<file path="config.mk">
export PLATFORM = sky130hd
export DESIGN_NAME = tsc_top
export DESIGN_NICKNAME = d
export VERILOG_FILES = /design/src/pkg/tsc_pkg.sv /design/src/hdl/tsc_match.sv /design/src/hdl/tsc_top.sv
export SDC_FILE = /design/constraint.sdc
export NUM_CORES = 1
export LEC_CHECK = 0
export BUFFER_PORTS_ARGS = -buffer_cell sky130_fd_sc_hd__buf_2
export CAP_MARGIN = 20
export CORE_MARGIN = 2
export CORE_UTILIZATION = 53
export CTS_CLUSTER_SIZE = 14
export DETAILED_ROUTE_END_ITERATION = 8
export GPL_TIMING_DRIVEN = 0
export PLACE_DENSITY_LB_ADDON = 0.3
export SYNTH_ARGS = -nofsm -noshare
export SYNTH_HDL_FRONTEND = slang
export SYNTH_HIERARCHICAL = 1
export SYNTH_SLANG_ARGS = --single-unit
</file>
<file path="constraint.sdc">
create_clock -name clk_i -period 8.2 [get_ports clk_i]
set_input_delay 0.41 -clock clk_i [delete_from_list [all_inputs] [get_ports clk_i]]
set_output_delay 0.41 -clock clk_i [all_outputs]
set_load 0.005 [all_outputs]
</file>
<file path="src/pkg/tsc_pkg.sv">
/*
  shared constants for the time stamp counter: register map, switch codes,
  time base periods and sequencer layout.
  assumes a 50 MHz system clock and a 32-bit classic wishbone master.
*/
package tsc_pkg;

  localparam int CLK_HZ = 50_000_000;
  localparam int CNT_W = 16;
  localparam int GROUPS = 2;
  localparam int GRP_W = 1;

  // byte offsets of the register words
  localparam logic [7:0] REG_CTRL = 8'h00;
  localparam logic [7:0] REG_COUNT = 8'h04;
  localparam logic [7:0] REG_STATUS = 8'h08;
  localparam logic [7:0] REG_IRQ_EN = 8'h0c;
  localparam logic [7:0] REG_IRQ_CLR = 8'h10;
  localparam logic [7:0] REG_CAPT = 8'h14;
  localparam logic [7:0] REG_G0_ADDR = 8'h20;
  localparam logic [7:0] REG_G0_MASK = 8'h24;
  localparam logic [7:0] REG_G0_CFG = 8'h28;
  localparam logic [7:0] REG_G1_ADDR = 8'h30;
  localparam logic [7:0] REG_G1_MASK = 8'h34;
  localparam logic [7:0] REG_G1_CFG = 8'h38;
  localparam logic [7:0] GRP_STRIDE = 8'h10;

  // control register fields
  localparam int CTRL_SW_LSB = 0;
  localparam int CTRL_SW_W = 4;
  localparam int CTRL_MRST = 4;
  localparam int CTRL_SEQ_EN = 5;

  // group config fields
  localparam int CFG_FC_LSB = 0;
  localparam int CFG_FC_W = 3;
  localparam int CFG_FC_USE = 3;
  localparam int CFG_FC_NOT = 4;
  localparam int CFG_ADR_USE = 5;
  localparam int CFG_ADR_NOT = 6;
  localparam int CFG_TRIG = 7;
  localparam int CFG_TRACE = 8;
  localparam int CFG_JUMP = 9;
  localparam int CFG_JMP_LSB = 10;

  // interrupt status bits
  localparam int IRQ_OVF = 0;
  localparam int IRQ_TRACE = 1;
  localparam int IRQ_TRIG = 2;
  localparam int IRQ_W = 3;

  localparam logic [3:0] SW_RESET_MAX = 4'h4;
  localparam logic [3:0] SW_GATE_MIN = 4'h5;
  localparam logic [3:0] SW_GATE_MAX = 4'h9;
  localparam logic [3:0] SW_COUNT = 4'hf;

  // time base periods in ns per tick, positions 0..4 and 5..9 alike
  localparam int TB_NS_0 = 100;
  localparam int TB_NS_1 = 1_000;
  localparam int TB_NS_2 = 10_000;
  localparam int TB_NS_3 = 100_000;
  localparam int TB_NS_4 = 1_000_000;
  localparam int CLK_NS = 1_000_000_000 / CLK_HZ;
  localparam int TB_CYC_0 = TB_NS_0 / CLK_NS;
  localparam int TB_CYC_1 = TB_NS_1 / CLK_NS;
  localparam int TB_CYC_2 = TB_NS_2 / CLK_NS;
  localparam int TB_CYC_3 = TB_NS_3 / CLK_NS;
  localparam int TB_CYC_4 = TB_NS_4 / CLK_NS;
  localparam int DIV_W = 16;

endpackage

</file>
<file path="src/hdl/tsc_match.sv">
/*
  one sequencer group comparator: optional address under mask, optional function
  code test, each with optional inversion, combined by and.
  assumes bus cycle inputs are already synchronised.
*/
`timescale 1ns/1ps
module tsc_match
  import tsc_pkg::*;
(
  // bus sample
  input wire logic [31:0] addr_i,
  input wire logic [2:0] fc_i,
  // group setup
  input wire logic [31:0] cmp_addr_i,
  input wire logic [31:0] cmp_mask_i,
  input wire logic [31:0] cfg_i,
  // result
  output logic hit_o
);

  logic adr_eq;
  logic fc_eq;
  logic adr_ok;
  logic fc_ok;

  assign adr_eq = ((addr_i ^ cmp_addr_i) & cmp_mask_i) == 32'h0;
  assign fc_eq = fc_i == cfg_i[CFG_FC_LSB +: CFG_FC_W];
  // unused term counts as true; not flips a used term
  assign adr_ok = !cfg_i[CFG_ADR_USE] | (adr_eq ^ cfg_i[CFG_ADR_NOT]);
  assign fc_ok = !cfg_i[CFG_FC_USE] | (fc_eq ^ cfg_i[CFG_FC_NOT]);
  assign hit_o = adr_ok & fc_ok;

endmodule

</file>
<file path="src/hdl/tsc_top.sv">
/*
  time stamp counter with a small two-group event sequencer and a wishbone
  register slave.
  assumes single clock clk_i, sync reset rst_i, and async pins for the two
  external triggers, manual reset button and the processor bus strobe.
*/
// The placing of the registers and the Wishbone register port were decided locally.
// What this block does
// in positions 0 to 4 any trigger clears the count, which then keeps counting ticks.
// in position F each rising sequencer trigger adds one and the time base is ignored.
// a wrap of the count lights a sticky overflow indicator.
// the external trigger pins act like the sequencer trigger but bypass its delay.
// there is one active high and one active low external trigger pin.
// the count is in units of the selected time base period.
// position 5 ticks every 0.1 microseconds.
// a trace action stores the current count with the traced bus cycle.
// in gated mode counting runs while the trigger is held and stops after it.
// each bus cycle the current group is checked and on a hit it triggers, traces or jumps.
// conditions test address and function code with and and not.
// software should press the manual reset before a counting measurement.
// in positions 5 to 9 the trigger enables counting instead of clearing.
// the sequencer samples the bus once per bus cycle.
// manual reset clears count and overflow whatever the switch.
`timescale 1ns/1ps
module tsc_top
  import tsc_pkg::*;
#(
  parameter int CW = CNT_W
) (
  // clock and reset
  input wire logic clk_i,
  input wire logic rst_i,
  // wishbone slave
  input wire logic wb_cyc_i,
  input wire logic wb_stb_i,
  input wire logic wb_we_i,
  input wire logic [7:0] wb_adr_i,
  input wire logic [3:0] wb_sel_i,
  input wire logic [31:0] wb_dat_i,
  output logic [31:0] wb_dat_o,
  output logic wb_ack_o,
  // pins
  input wire logic ext_trig_i,
  input wire logic ext_trig_n_i,
  input wire logic man_rst_i,
  input wire logic bus_as_i,
  input wire logic [31:0] bus_addr_i,
  input wire logic [2:0] bus_fc_i,
  // indicators and trace
  output logic overflow_o,
  output logic trigger_pulse_o,
  output logic trace_o,
  output logic [31:0] trace_addr_o,
  output logic [CW-1:0] trace_count_o,
  output logic irq_o
);

  ////////////////////////////////////////////////////////////////////////
  // synchronisers
  logic [1:0] s_trig;
  logic [1:0] s_trig_n;
  logic [1:0] s_mrst;
  logic [1:0] s_as;
  logic as_d;
  logic [34:0] bus_s1;
  logic [34:0] bus_s2;
  always_ff @(posedge clk_i) begin
    if (rst_i) begin
      bus_s1 <= '0;
      bus_s2 <= '0;
      s_trig <= 2'h0;
      s_trig_n <= 2'h3;
      s_mrst <= 2'h0;
      s_as <= 2'h0;
      as_d <= 1'b0;
    end else begin
      bus_s1 <= {bus_fc_i, bus_addr_i};
      bus_s2 <= bus_s1;
      s_trig <= {s_trig[0], ext_trig_i};
      s_trig_n <= {s_trig_n[0], ext_trig_n_i};
      s_mrst <= {s_mrst[0], man_rst_i};
      s_as <= {s_as[0], bus_as_i};
      as_d <= s_as[1];
    end
  end
  logic bus_cyc;
  logic ext_trig;
  assign bus_cyc = s_as[1] & !as_d;
  assign ext_trig = s_trig[1] | !s_trig_n[1];

  ////////////////////////////////////////////////////////////////////////
  // registers
  logic [31:0] ctrl;
  logic [31:0] g_addr [GROUPS];
  logic [31:0] g_mask [GROUPS];
  logic [31:0] g_cfg [GROUPS];
  logic [IRQ_W-1:0] irq_st;
  logic [IRQ_W-1:0] irq_en;
  logic [CW-1:0] count;
  logic [CW-1:0] capt;
  logic [GRP_W-1:0] grp;
  logic wr;
  logic [3:0] sw;
  logic mrst_sw;
  assign wr = wb_cyc_i & wb_stb_i & wb_we_i & !wb_ack_o;
  assign sw = ctrl[CTRL_SW_LSB +: CTRL_SW_W];

  function automatic logic [31:0] lanes(input logic [31:0] old,
                                        input logic [31:0] nw,
                                        input logic [3:0] sel);
    logic [31:0] r;
    r = old;
    for (int i = 0; i < 4; i++) begin
      if (sel[i]) begin
        r[8*i +: 8] = nw[8*i +: 8];
      end
    end
    return r;
  endfunction

  always_ff @(posedge clk_i) begin
    if (rst_i) begin
      ctrl <= 32'h0;
      irq_en <= '0;
    end else begin
      ctrl[CTRL_MRST] <= 1'b0;
      if (wr && wb_adr_i == REG_CTRL) begin
        ctrl <= lanes(ctrl, wb_dat_i, wb_sel_i);
      end
      if (wr && wb_adr_i == REG_IRQ_EN && wb_sel_i[0]) begin
        irq_en <= wb_dat_i[IRQ_W-1:0];
      end
    end
  end
  assign mrst_sw = ctrl[CTRL_MRST];

  for (genvar g = 0; g < GROUPS; g++) begin : g_reg
    localparam logic [7:0] BASE = REG_G0_ADDR + GRP_STRIDE * 8'(g);
    always_ff @(posedge clk_i) begin
      if (rst_i) begin
        g_addr[g] <= 32'h0;
        g_mask[g] <= 32'h0;
        g_cfg[g] <= 32'h0;
      end else if (wr) begin
        if (wb_adr_i == BASE) begin
          g_addr[g] <= lanes(g_addr[g], wb_dat_i, wb_sel_i);
        end
        if (wb_adr_i == BASE + REG_G0_MASK - REG_G0_ADDR) begin
          g_mask[g] <= lanes(g_mask[g], wb_dat_i, wb_sel_i);
        end
        if (wb_adr_i == BASE + REG_G0_CFG - REG_G0_ADDR) begin
          g_cfg[g] <= lanes(g_cfg[g], wb_dat_i, wb_sel_i);
        end
      end
    end
  end

  // read mux and registered ack, one answer per request after one wait state
  logic [31:0] rdata;
  always_comb begin
    rdata = 32'h0;
    case (wb_adr_i)
      REG_CTRL: rdata = ctrl;
      REG_COUNT: rdata = 32'(count);
      REG_STATUS: rdata = 32'(irq_st);
      REG_IRQ_EN: rdata = 32'(irq_en);
      REG_CAPT: rdata = 32'(capt);
      REG_G0_ADDR: rdata = g_addr[0];
      REG_G0_MASK: rdata = g_mask[0];
      REG_G0_CFG: rdata = g_cfg[0];
      REG_G1_ADDR: rdata = g_addr[1];
      REG_G1_MASK: rdata = g_mask[1];
      REG_G1_CFG: rdata = g_cfg[1];
      default: rdata = 32'h0;
    endcase
  end
  always_ff @(posedge clk_i) begin
    if (rst_i) begin
      wb_ack_o <= 1'b0;
      wb_dat_o <= 32'h0;
    end else begin
      wb_ack_o <= wb_cyc_i & wb_stb_i & !wb_ack_o;
      wb_dat_o <= rdata;
    end
  end

  ////////////////////////////////////////////////////////////////////////
  // event sequencer
  logic [GROUPS-1:0] hit;
  for (genvar g = 0; g < GROUPS; g++) begin : g_cmp
    tsc_match u_match (
      .addr_i(bus_s2[31:0]),
      .fc_i(bus_s2[34:32]),
      .cmp_addr_i(g_addr[g]),
      .cmp_mask_i(g_mask[g]),
      .cfg_i(g_cfg[g]),
      .hit_o(hit[g])
    );
  end
  logic [31:0] cur_cfg;
  logic seq_hit;
  assign cur_cfg = g_cfg[grp];
  assign seq_hit = bus_cyc & hit[grp] & ctrl[CTRL_SEQ_EN];

  always_ff @(posedge clk_i) begin
    if (rst_i) begin
      grp <= '0;
      trigger_pulse_o <= 1'b0;
      trace_o <= 1'b0;
    end else begin
      trace_o <= 1'b0;
      if (!ctrl[CTRL_SEQ_EN]) begin
        grp <= '0;
        trigger_pulse_o <= 1'b0;
      end else if (bus_cyc) begin
        // trigger level holds from the bus cycle that matched until the next bus cycle
        trigger_pulse_o <= seq_hit & cur_cfg[CFG_TRIG];
        trace_o <= seq_hit & cur_cfg[CFG_TRACE];
        if (seq_hit && cur_cfg[CFG_JUMP]) begin
          grp <= cur_cfg[CFG_JMP_LSB +: GRP_W];
        end
      end
    end
  end

  // trace capture of count with bus address
  always_ff @(posedge clk_i) begin
    if (rst_i) begin
      trace_addr_o <= 32'h0;
      trace_count_o <= '0;
      capt <= '0;
    end else if (seq_hit && cur_cfg[CFG_TRACE]) begin
      trace_addr_o <= bus_s2[31:0];
      trace_count_o <= count;
      capt <= count;
    end
  end

  ////////////////////////////////////////////////////////////////////////
  // time base divider; positions 5..9 mirror 0..4
  logic [DIV_W-1:0] div;
  logic [DIV_W-1:0] div_max;
  logic tick;
  logic [3:0] tb_sel;
  assign tb_sel = (sw >= SW_GATE_MIN) ? sw - SW_GATE_MIN : sw;
  always_comb begin
    case (tb_sel)
      4'h0: div_max = DIV_W'(TB_CYC_0 - 1);
      4'h1: div_max = DIV_W'(TB_CYC_1 - 1);
      4'h2: div_max = DIV_W'(TB_CYC_2 - 1);
      4'h3: div_max = DIV_W'(TB_CYC_3 - 1);
      4'h4: div_max = DIV_W'(TB_CYC_4 - 1);
      default: div_max = DIV_W'(TB_CYC_4 - 1);
    endcase
  end
  // a switch to a shorter base may leave div above the new limit
  assign tick = div >= div_max;
  always_ff @(posedge clk_i) begin
    if (rst_i || tick) begin
      div <= '0;
    end else begin
      div <= div + 1'b1;
    end
  end

  ////////////////////////////////////////////////////////////////////////
  // counter
  logic trig_any;
  logic trig_d;
  logic mrst;
  logic mode_reset;
  logic mode_gate;
  logic mode_count;
  logic inc;
  assign trig_any = trigger_pulse_o | ext_trig;
  assign mrst = s_mrst[1] | mrst_sw;
  assign mode_reset = sw <= SW_RESET_MAX;
  assign mode_gate = sw >= SW_GATE_MIN && sw <= SW_GATE_MAX;
  assign mode_count = sw == SW_COUNT;
  always_ff @(posedge clk_i) begin
    if (rst_i) begin
      trig_d <= 1'b0;
    end else begin
      trig_d <= trig_any;
    end
  end
  always_comb begin
    inc = 1'b0;
    if (mode_count) begin
      inc = trig_any & !trig_d;
    end else if (mode_gate) begin
      inc = tick & trig_any;
    end else if (mode_reset) begin
      inc = tick;
    end
  end
  always_ff @(posedge clk_i) begin
    if (rst_i || mrst) begin
      count <= '0;
      overflow_o <= 1'b0;
    end else if (mode_reset && trig_any) begin
      count <= '0;
    end else if (inc) begin
      count <= count + 1'b1;
      if (&count) begin
        overflow_o <= 1'b1;
      end
    end
  end

  ////////////////////////////////////////////////////////////////////////
  // interrupts: set wins over clear
  logic [IRQ_W-1:0] ev;
  logic [IRQ_W-1:0] clr;
  assign ev[IRQ_OVF] = inc & (&count) & !mrst & !(mode_reset & trig_any);
  assign ev[IRQ_TRACE] = seq_hit & cur_cfg[CFG_TRACE];
  assign ev[IRQ_TRIG] = trig_any & !trig_d;
  assign clr = (wr && wb_adr_i == REG_IRQ_CLR && wb_sel_i[0]) ?
               wb_dat_i[IRQ_W-1:0] : '0;
  always_ff @(posedge clk_i) begin
    if (rst_i) begin
      irq_st <= '0;
      irq_o <= 1'b0;
    end else begin
      irq_st <= (irq_st & ~clr) | ev;
      irq_o <= |(((irq_st & ~clr) | ev) & irq_en);
    end
  end

  ////////////////////////////////////////////////////////////////////////
  // checks
  reset_clears_a: assert property (@(posedge clk_i) disable iff (rst_i)
    mrst |=> count == '0 && !overflow_o)
    else $error("manual reset did not clear");
  trig_clears_a: assert property (@(posedge clk_i) disable iff (rst_i)
    mode_reset && trig_any && !mrst |=> count == '0)
    else $error("trigger did not clear count");
  ext_pin_a: assert property (@(posedge clk_i) disable iff (rst_i)
    mode_reset && !s_trig_n[1] && !mrst |=> count == '0)
    else $error("low trigger pin ignored");
  edge_count_a: assert property (@(posedge clk_i) disable iff (rst_i)
    mode_count && $rose(trig_any) && !mrst && !$changed(sw)
    |=> count == $past(count) + 1'b1)
    else $error("pulse not counted");
  gate_hold_a: assert property (@(posedge clk_i) disable iff (rst_i)
    mode_gate && !trig_any && !mrst |=> $stable(count))
    else $error("counter ran without gate");
  overflow_a: assert property (@(posedge clk_i) disable iff (rst_i)
    inc && (&count) && !mrst && !(mode_reset && trig_any)
    |=> overflow_o && count == '0)
    else $error("overflow not flagged");
  trace_val_a: assert property (@(posedge clk_i) disable iff (rst_i)
    seq_hit && cur_cfg[CFG_TRACE] |=> trace_o &&
    trace_count_o == $past(count))
    else $error("trace lost count");
  tick_rate_a: assert property (@(posedge clk_i) disable iff (rst_i)
    sw == SW_GATE_MIN && tick && !$changed(sw) |=> !tick [*4])
    else $error("time base too fast");
  seq_once_a: assert property (@(posedge clk_i) disable iff (rst_i)
    !bus_cyc && ctrl[CTRL_SEQ_EN] |=> $stable(grp))
    else $error("group moved between bus cycles");
  reset_cov_c: cover property (@(posedge clk_i) mode_reset && trig_any);
  gate_cov_c: cover property (@(posedge clk_i) mode_gate && inc);
  count_cov_c: cover property (@(posedge clk_i) mode_count && inc);
  jump_cov_c: cover property (@(posedge clk_i) seq_hit && cur_cfg[CFG_JUMP]);

endmodule

</file>
* After elaboration in Yosys (flattened, before gate mapping) *
Memories as Yosys holds them, arrays and structs flattened. A register that Yosys moved wholly into a read port is not among the register bits.
Index checks and enable logic that the tools add are counted.

operators by class
  equality and inequality tests = 17
  $add $sub $neg = 3
  multiplexer cells = 139
  magnitude comparators = 5
  reduce and logical (&&, ||, !) cells = 37
  bitwise gates (word level) = 46

operators by type and width
  kind                                                             count
  8-bit two-way mux                                                96
  32-bit case mux with 11 select lines                             1
  32-bit two-way mux                                               6
  32-bit AND                                                       2
  32-bit zero test                                                 2
  16-bit case mux with 4 select lines                              1
  32-bit XOR                                                       2
  8-bit by 6-bit == test with 1-bit output, second input constant  6
  1-bit two-way mux                                                33
  16-bit by 1-bit adder with 16-bit output, second input constant  2
  18-bit AND reduction                                             1
  1-bit AND                                                        17
  8-bit by 4-bit == test with 1-bit output, second input constant  2
  8-bit by 5-bit == test with 1-bit output, second input constant  2
  16-bit >= comparator                                             1
  16-bit AND reduction                                             1
  1-bit OR                                                         13
  1-bit zero test                                                  10
  2-bit AND reduction                                              5
  1-bit logical AND                                                9
  4-bit by 2-bit == test with 1-bit output, second input constant  2
  8-bit by 3-bit == test with 1-bit output, second input constant  1
  8-bit zero test                                                  1
  3-bit AND                                                        2
  18 further kinds                                                 29

word-level totals
  memories = 3
  word-level logic and storage cells = 276
  input port bits = 88
  output and inout port bits = 85
  RAM bits = 192
  register bits = 236

memory list
  memory  words  width  rd ports  clocked after memory_dff  write ports  line           source
  g_addr  2      32     2         0                         2            tsc_top.sv:94  logic [31:0] g_addr [GROUPS];
  g_cfg   2      32     3         1                         2            tsc_top.sv:96  logic [31:0] g_cfg [GROUPS];
  g_mask  2      32     2         0                         2            tsc_top.sv:95  logic [31:0] g_mask [GROUPS];

* Logic depth before layout (Yosys ltp) *
  word-level depth = 14
  depth in mapped cells = 17
  gate-level depth less buffers = 15

* By module *
The synthesis kept the hierarchy.

modules (own cells, without submodules)
  module     sequential area each (um^2)  cells each  times used  area an instance (um^2)
  tsc_top    10510.1                      1551        1           17192.7
  tsc_match  0.0                          60          2           499.2

* Worst setup path before layout *
No wires, ideal clock.

  path type = register to register
  start = register ctrl[1]
  end = register count[1]
  data required time = 8.072 ns
  path slack = 4.653 ns
  data arrival time = 3.420 ns
  cell stages (with the launch flop) = 17
  library setup time = 0.128 ns
  path buffers = 2
  period minus slack after synthesis = 3.547 ns
  cell sequence = dfxtp_1 > inv_1 > ha_1 > nand2b_1 > a21oi_1 > mux2i_1 > nor2_1 > nand2_1 > ha_1 > nand2b_1 > a2111o_1 > a311oi_2 > a21o_1 > buf_6 > buf_6 > mux2i_1 > nor2_1

between the ends
  cells in the longest elaborated chain, start to end = 8
  elaborated cells between the ends (all ways) = 19
  those cells by class = 1 x add/sub; 4 x order compare; 4 x eq/ne; 5 x mux; 1 x bitwise; 4 x reduce/logical

ends and longest elaborated chain
  element                                                                                                               line                            source
  start: declaration                                                                                                    tsc_top.sv:93                   logic [31:0] ctrl;
  start signal: assignment                                                                                              tsc_top.sv:128                  ctrl <= lanes(ctrl, wb_dat_i, wb_sel_i);
  4-bit by 3-bit subtractor with 4-bit output / 4-bit by 3-bit >= comparator with 1-bit output (equally long branches)  tsc_top.sv:245, tsc_top.sv:278
  4-bit two-way mux                                                                                                     tsc_top.sv:245                  assign tb_sel = (sw >= SW_GATE_MIN) ? sw - SW_GATE_MIN : sw;
  4-bit by 2-bit == test with 1-bit output (tied with other cells)                                                      tsc_top.sv:247                  case (tb_sel)
  16-bit case mux with 4 select lines                                                                                   tsc_top.sv:247
  16-bit >= comparator                                                                                                  tsc_top.sv:257                  assign tick = div >= div_max;
  1-bit two-way mux / 1-bit AND (equally long branches)                                                                 tsc_top.sv:293, tsc_top.sv:292
  1-bit two-way mux                                                                                                     tsc_top.sv:291                  end else if (mode_gate) begin
  1-bit two-way mux                                                                                                     tsc_top.sv:289                  if (mode_count) begin
  end signal: assignment                                                                                                tsc_top.sv:304                  count <= count + 1'b1;
  end: declaration                                                                                                      tsc_top.sv:99                   logic [CW-1:0] count;

Parallel ways exist; a longest one is shown, timed or not.
A chain may end at the register's enable or synchronous reset.

* Worst setup path after layout *
  start = register ctrl[1]
  end = register irq_o

between the ends
  cells in the longest elaborated chain, start to end = 14
  elaborated cells between the ends (all ways) = 25
  those cells by class = 1 x add/sub; 4 x order compare; 4 x eq/ne; 5 x mux; 7 x bitwise; 4 x reduce/logical

ends and longest elaborated chain
  element                                                                                                               line                            source
  4-bit by 3-bit subtractor with 4-bit output / 4-bit by 3-bit >= comparator with 1-bit output (equally long branches)  tsc_top.sv:245, tsc_top.sv:278
  4-bit two-way mux                                                                                                     tsc_top.sv:245
  4-bit by 2-bit == test with 1-bit output (tied with other cells)                                                      tsc_top.sv:247
  16-bit case mux with 4 select lines                                                                                   tsc_top.sv:247
  16-bit >= comparator                                                                                                  tsc_top.sv:257
  1-bit two-way mux / 1-bit AND (equally long branches)                                                                 tsc_top.sv:293, tsc_top.sv:292
  1-bit two-way mux                                                                                                     tsc_top.sv:291
  1-bit two-way mux                                                                                                     tsc_top.sv:289
  1-bit AND (2 in a row)                                                                                                tsc_top.sv:315                  assign ev[IRQ_OVF] = inc & (&count) & !mrst & !(mode_reset & trig_any);
  1-bit AND *                                                                                                           tsc_top.sv:315
  3-bit OR *                                                                                                            tsc_top.sv:326                  irq_o <= |(((irq_st & ~clr) | ev) & irq_en);
  3-bit AND *                                                                                                           tsc_top.sv:326
  3-bit OR reduction *                                                                                                  tsc_top.sv:326
  end signal: assignment                                                                                                tsc_top.sv:326
  end: declaration                                                                                                      tsc_top.sv:55                   output logic irq_o

Every way passes the cells marked *; elsewhere a longest branch is shown, timed or not.

==> impl_results.md <==
* Max Slew Vio Count at 0
* CTS max path bufs at 3
* Gpl congestion at 0.9933
* CP Cell Sequence: inv_1 -> ha_1 -> nand2b_1 -> a21oi_1 -> mux2i_1 -> xnor2_1 -> nor2_1 -> inv_1 -> ha_1 -> nand2_1 -> nor4_4 -> a311oi_2 -> a21o_1 -> buf_6 -> nor4_1 -> a21o_1
* Cell with the most instances after synthesis: dfxtp_1
* Cell taking the most area after synthesis: edfxtp_1
* Setup violations, final at 0
* Syn Area/Cell at 10.89 sq um
* Die Width at 189.3 um
* Async set-reset flop share out of synthesis at 0
* RSZ-0062 raised after global routing: false
* Max Cap Viol at 0
* Worst-Margin Slew at 1.162 ns
* Worst EP required at 8.70 ns
* R2r startpoint: ctrl[1]
* Cts hold-fix bufs at 0
* Top post-synthesis cells by area: edfxtp_1 32%, dfxtp_1 26%, and2_1 6.7%
* Status: completed
* Final ANT Viol Nets at 0
* WL/cell at 25.31 um
* Chip height at 189.3 um
* Net Sw Frac at 0.2229
* Worst setup SP type: flop
* # rows at 67
* Final period utilization at 0.5335
* Vias in the first global route at 14160
* Layout area overhead at 15.85%
* Reg clk slew, reported paths at 0.06 ns
* Final Critical Period at 4.374 ns
* Layout cell share with drive strength beyond 1 at 0.1457
* Clock power share at 0.444
* Pwr Density at 217.2 nW/um^2
* Pre-antenna DRT Iters at 8
* Comb pwr share at 0.045
* Synth cell types at 69
* Starting Density at 0.5398
* Clock latency reported for the late side of the worst-skew pair at 0.56 ns
* Metal3 WL at 7.350 mm
* Final Cell Area at 21080 sq um
* Placed insts at 2288
* Register area share after synthesis at 0.5778
* Final hold viol count at 0
* Post-Syn Area at 18190 sq um
* Max_slew headroom at 0.2255
* Die area at 35820 sq um
* Worst vdd ir at 0.1762 mV
* Worst path max stage delay at 0.78 ns
* Top-area cell type share of the netlist area at 0.3169
* PortBufs at 168
* Syn_nets at 1778
* Dpl cell area at 19600 sq um
* Via density at 6.207
* Setup bufs post-CTS at 0
* CTS tree: done
* WL met1 at 22.51 mm
* Fin nets at 1993
* YS warnings at 6
* Critical Path Fanout Max at 10
* Met2 Routed Length at 26.93 mm
* Crit. End Element: flop
* Cell internal pwr at 3.556 mW
* Iteration-0 DRC Markers at 2013
* PostCTS Resize Cnt at 0
* Reg power frac at 0.510
* #FFs+latches synth at 429
* Kind of critical path: reg2reg
* IO Pins at 173
* Remaining DRCs at 0
* Most frequent cells after synthesis: 237 x dfxtp_1, 196 x and2_1, 192 x edfxtp_1
* Worst Hold Class: in2reg
* WL final at 60.07 mm
* Cts bufs inserted at 44
* Clk sink count at 429
* Hpwl dp at 43.61 mm
* Clk_skew at 0.02165 ns
* Util after Layout at 0.6254
* Setup Total Neg Slack at 0 ns
* Total gr overflow at 0
* Core ar. at 33700 sq um
* Worst Setup SP: ctrl[1]
* Non-filler cells, final at 2373
* Post-synth EDFFs at 192
* Critical Path AT at 4.87 ns
* First-pass GRT wire length at 87.91 mm
* Slowest CP cell: nor4_1
* Pin count of the biggest net entering global routing at 15
* Vias at 14730
* Leakage power at 7.977 nW
* Max frequency at 0.2286 GHz
* Initial antenna violation count at 5
* Hold Startpoint: ext_trig_n_i
* Top layer reached by signal wires: met5
* P_sw at 1.020 mW
* Worst hold margin at 0.03313 ns
* GRT Overall Usage at 0.3324
* Root buf cell: clkbuf_16
* Ys flop type: dfxtp_1
* # H-tree levels at 2
* Synth Instances at 1671
power groups by stage:
stage               logic [mW]  registers, mW  clock network, mW
detailed placement       0.202           2.38                  0
CTS                      0.203           2.33               2.04
global route             0.221           2.34               2.12
global placement         0.198           2.38                  0
finish                   0.208           2.34               2.03
floorplan                0.112           2.36                  0
through the flow:
| stage | setup slack [ns] | total power [mW] |
|---|---|---|
| final | 3.826 | 4.577 |
| after global routing | 3.596 | 4.684 |
| after CTS | 3.897 | 4.572 |
| after detailed placement | 3.902 | 2.580 |
| after global placement | 4.007 | 2.575 |
| after floorplan | 4.653 | 2.470 |
registers in the layout (all words and copies together) (netlist names), 32 cells and up, named ones only:
signal        count
wb_dat_o         32
bus_s2           35
bus_s1           35
ctrl             32
trace_addr_o     32
g_addr           64
g_cfg            64
g_mask           64
kinds of logic (layout without fill, tap and decap cells):
group           after synthesis  after routing  synth area share
compound gates              349            349            0.1325
xor+xnor                     92             92           0.04430
mux                          21             21           0.01162
flops                       429            429            0.5778
fa+ha+maj                    19             19           0.01307
other cells                   0              3                 0
simple gates                644            644            0.1943
buf+inv                     117            368           0.02641
critical path, delay by kind of cell (launching register included):
kind	cells	cell delay, ns
and+or+nand+nor	5	1.43
AOI/OAI and AO/OA	4	0.93
adders and majority gates	2	0.54
muxes	1	0.52
DFF	1	0.41
buffers and inverters	3	0.37
xor gates and xnor gates	1	0.11
routing by layer:
metal / track usage / vias to the layer above
li1: - / 6436
met3: 0.08675 / 218
met4: 0.1661 / 2
met5: 0 / -
met2: 0.5203 / 1042
met1: 0.4291 / 7032
worst paths after layout:
| check | end | slack, ns | cells after the start |
|---|---|---|---|
| setup / recovery | irq_o | 3.83 | 16 |
| hold / removal | s_trig_n[0] | 0.03 | 2 |
| setup reg to reg | irq_o | 3.83 | 16 |
| hold reg to reg | s_trig_n[1] | 0.42 | 1 |
final cells by class:
type / instances / area (sq um)
multi-input combinational: 1125 / 7201
buffer: 98 / 409.1
tap: 448 / 560.5
clock buffer: 67 / 1311
timing repair buffer: 169 / 852.1
antenna: 3 / 7.507
fill: 2789 / 12620
inverter: 19 / 71.32
sequential: 429 / 10510
clock inverter: 15 / 152.6
cells in the final DEF, fill, tap and decap left out, types with 8 or more instances in the layout:
cell and count:
clkbuf_1 89, a21oi_1 114, clkbuf_16 47, nand4_1 12, nand2_1 167, a22o_1 8
a21o_1 24, a22oi_1 87, nand2b_1 8, and3_1 8, nor3_1 13, o21ai_0 9
a31oi_1 30, xnor2_1 14, dfxtp_1 237, edfxtp_1 192, buf_2 189, inv_1 19
ha_1 19, mux2i_1 20, nor2b_1 80, xor2_1 78, and2_1 196, nor2_1 65
nand3_1 51, a222oi_1 33
Power figures use the tool's default switching activity.
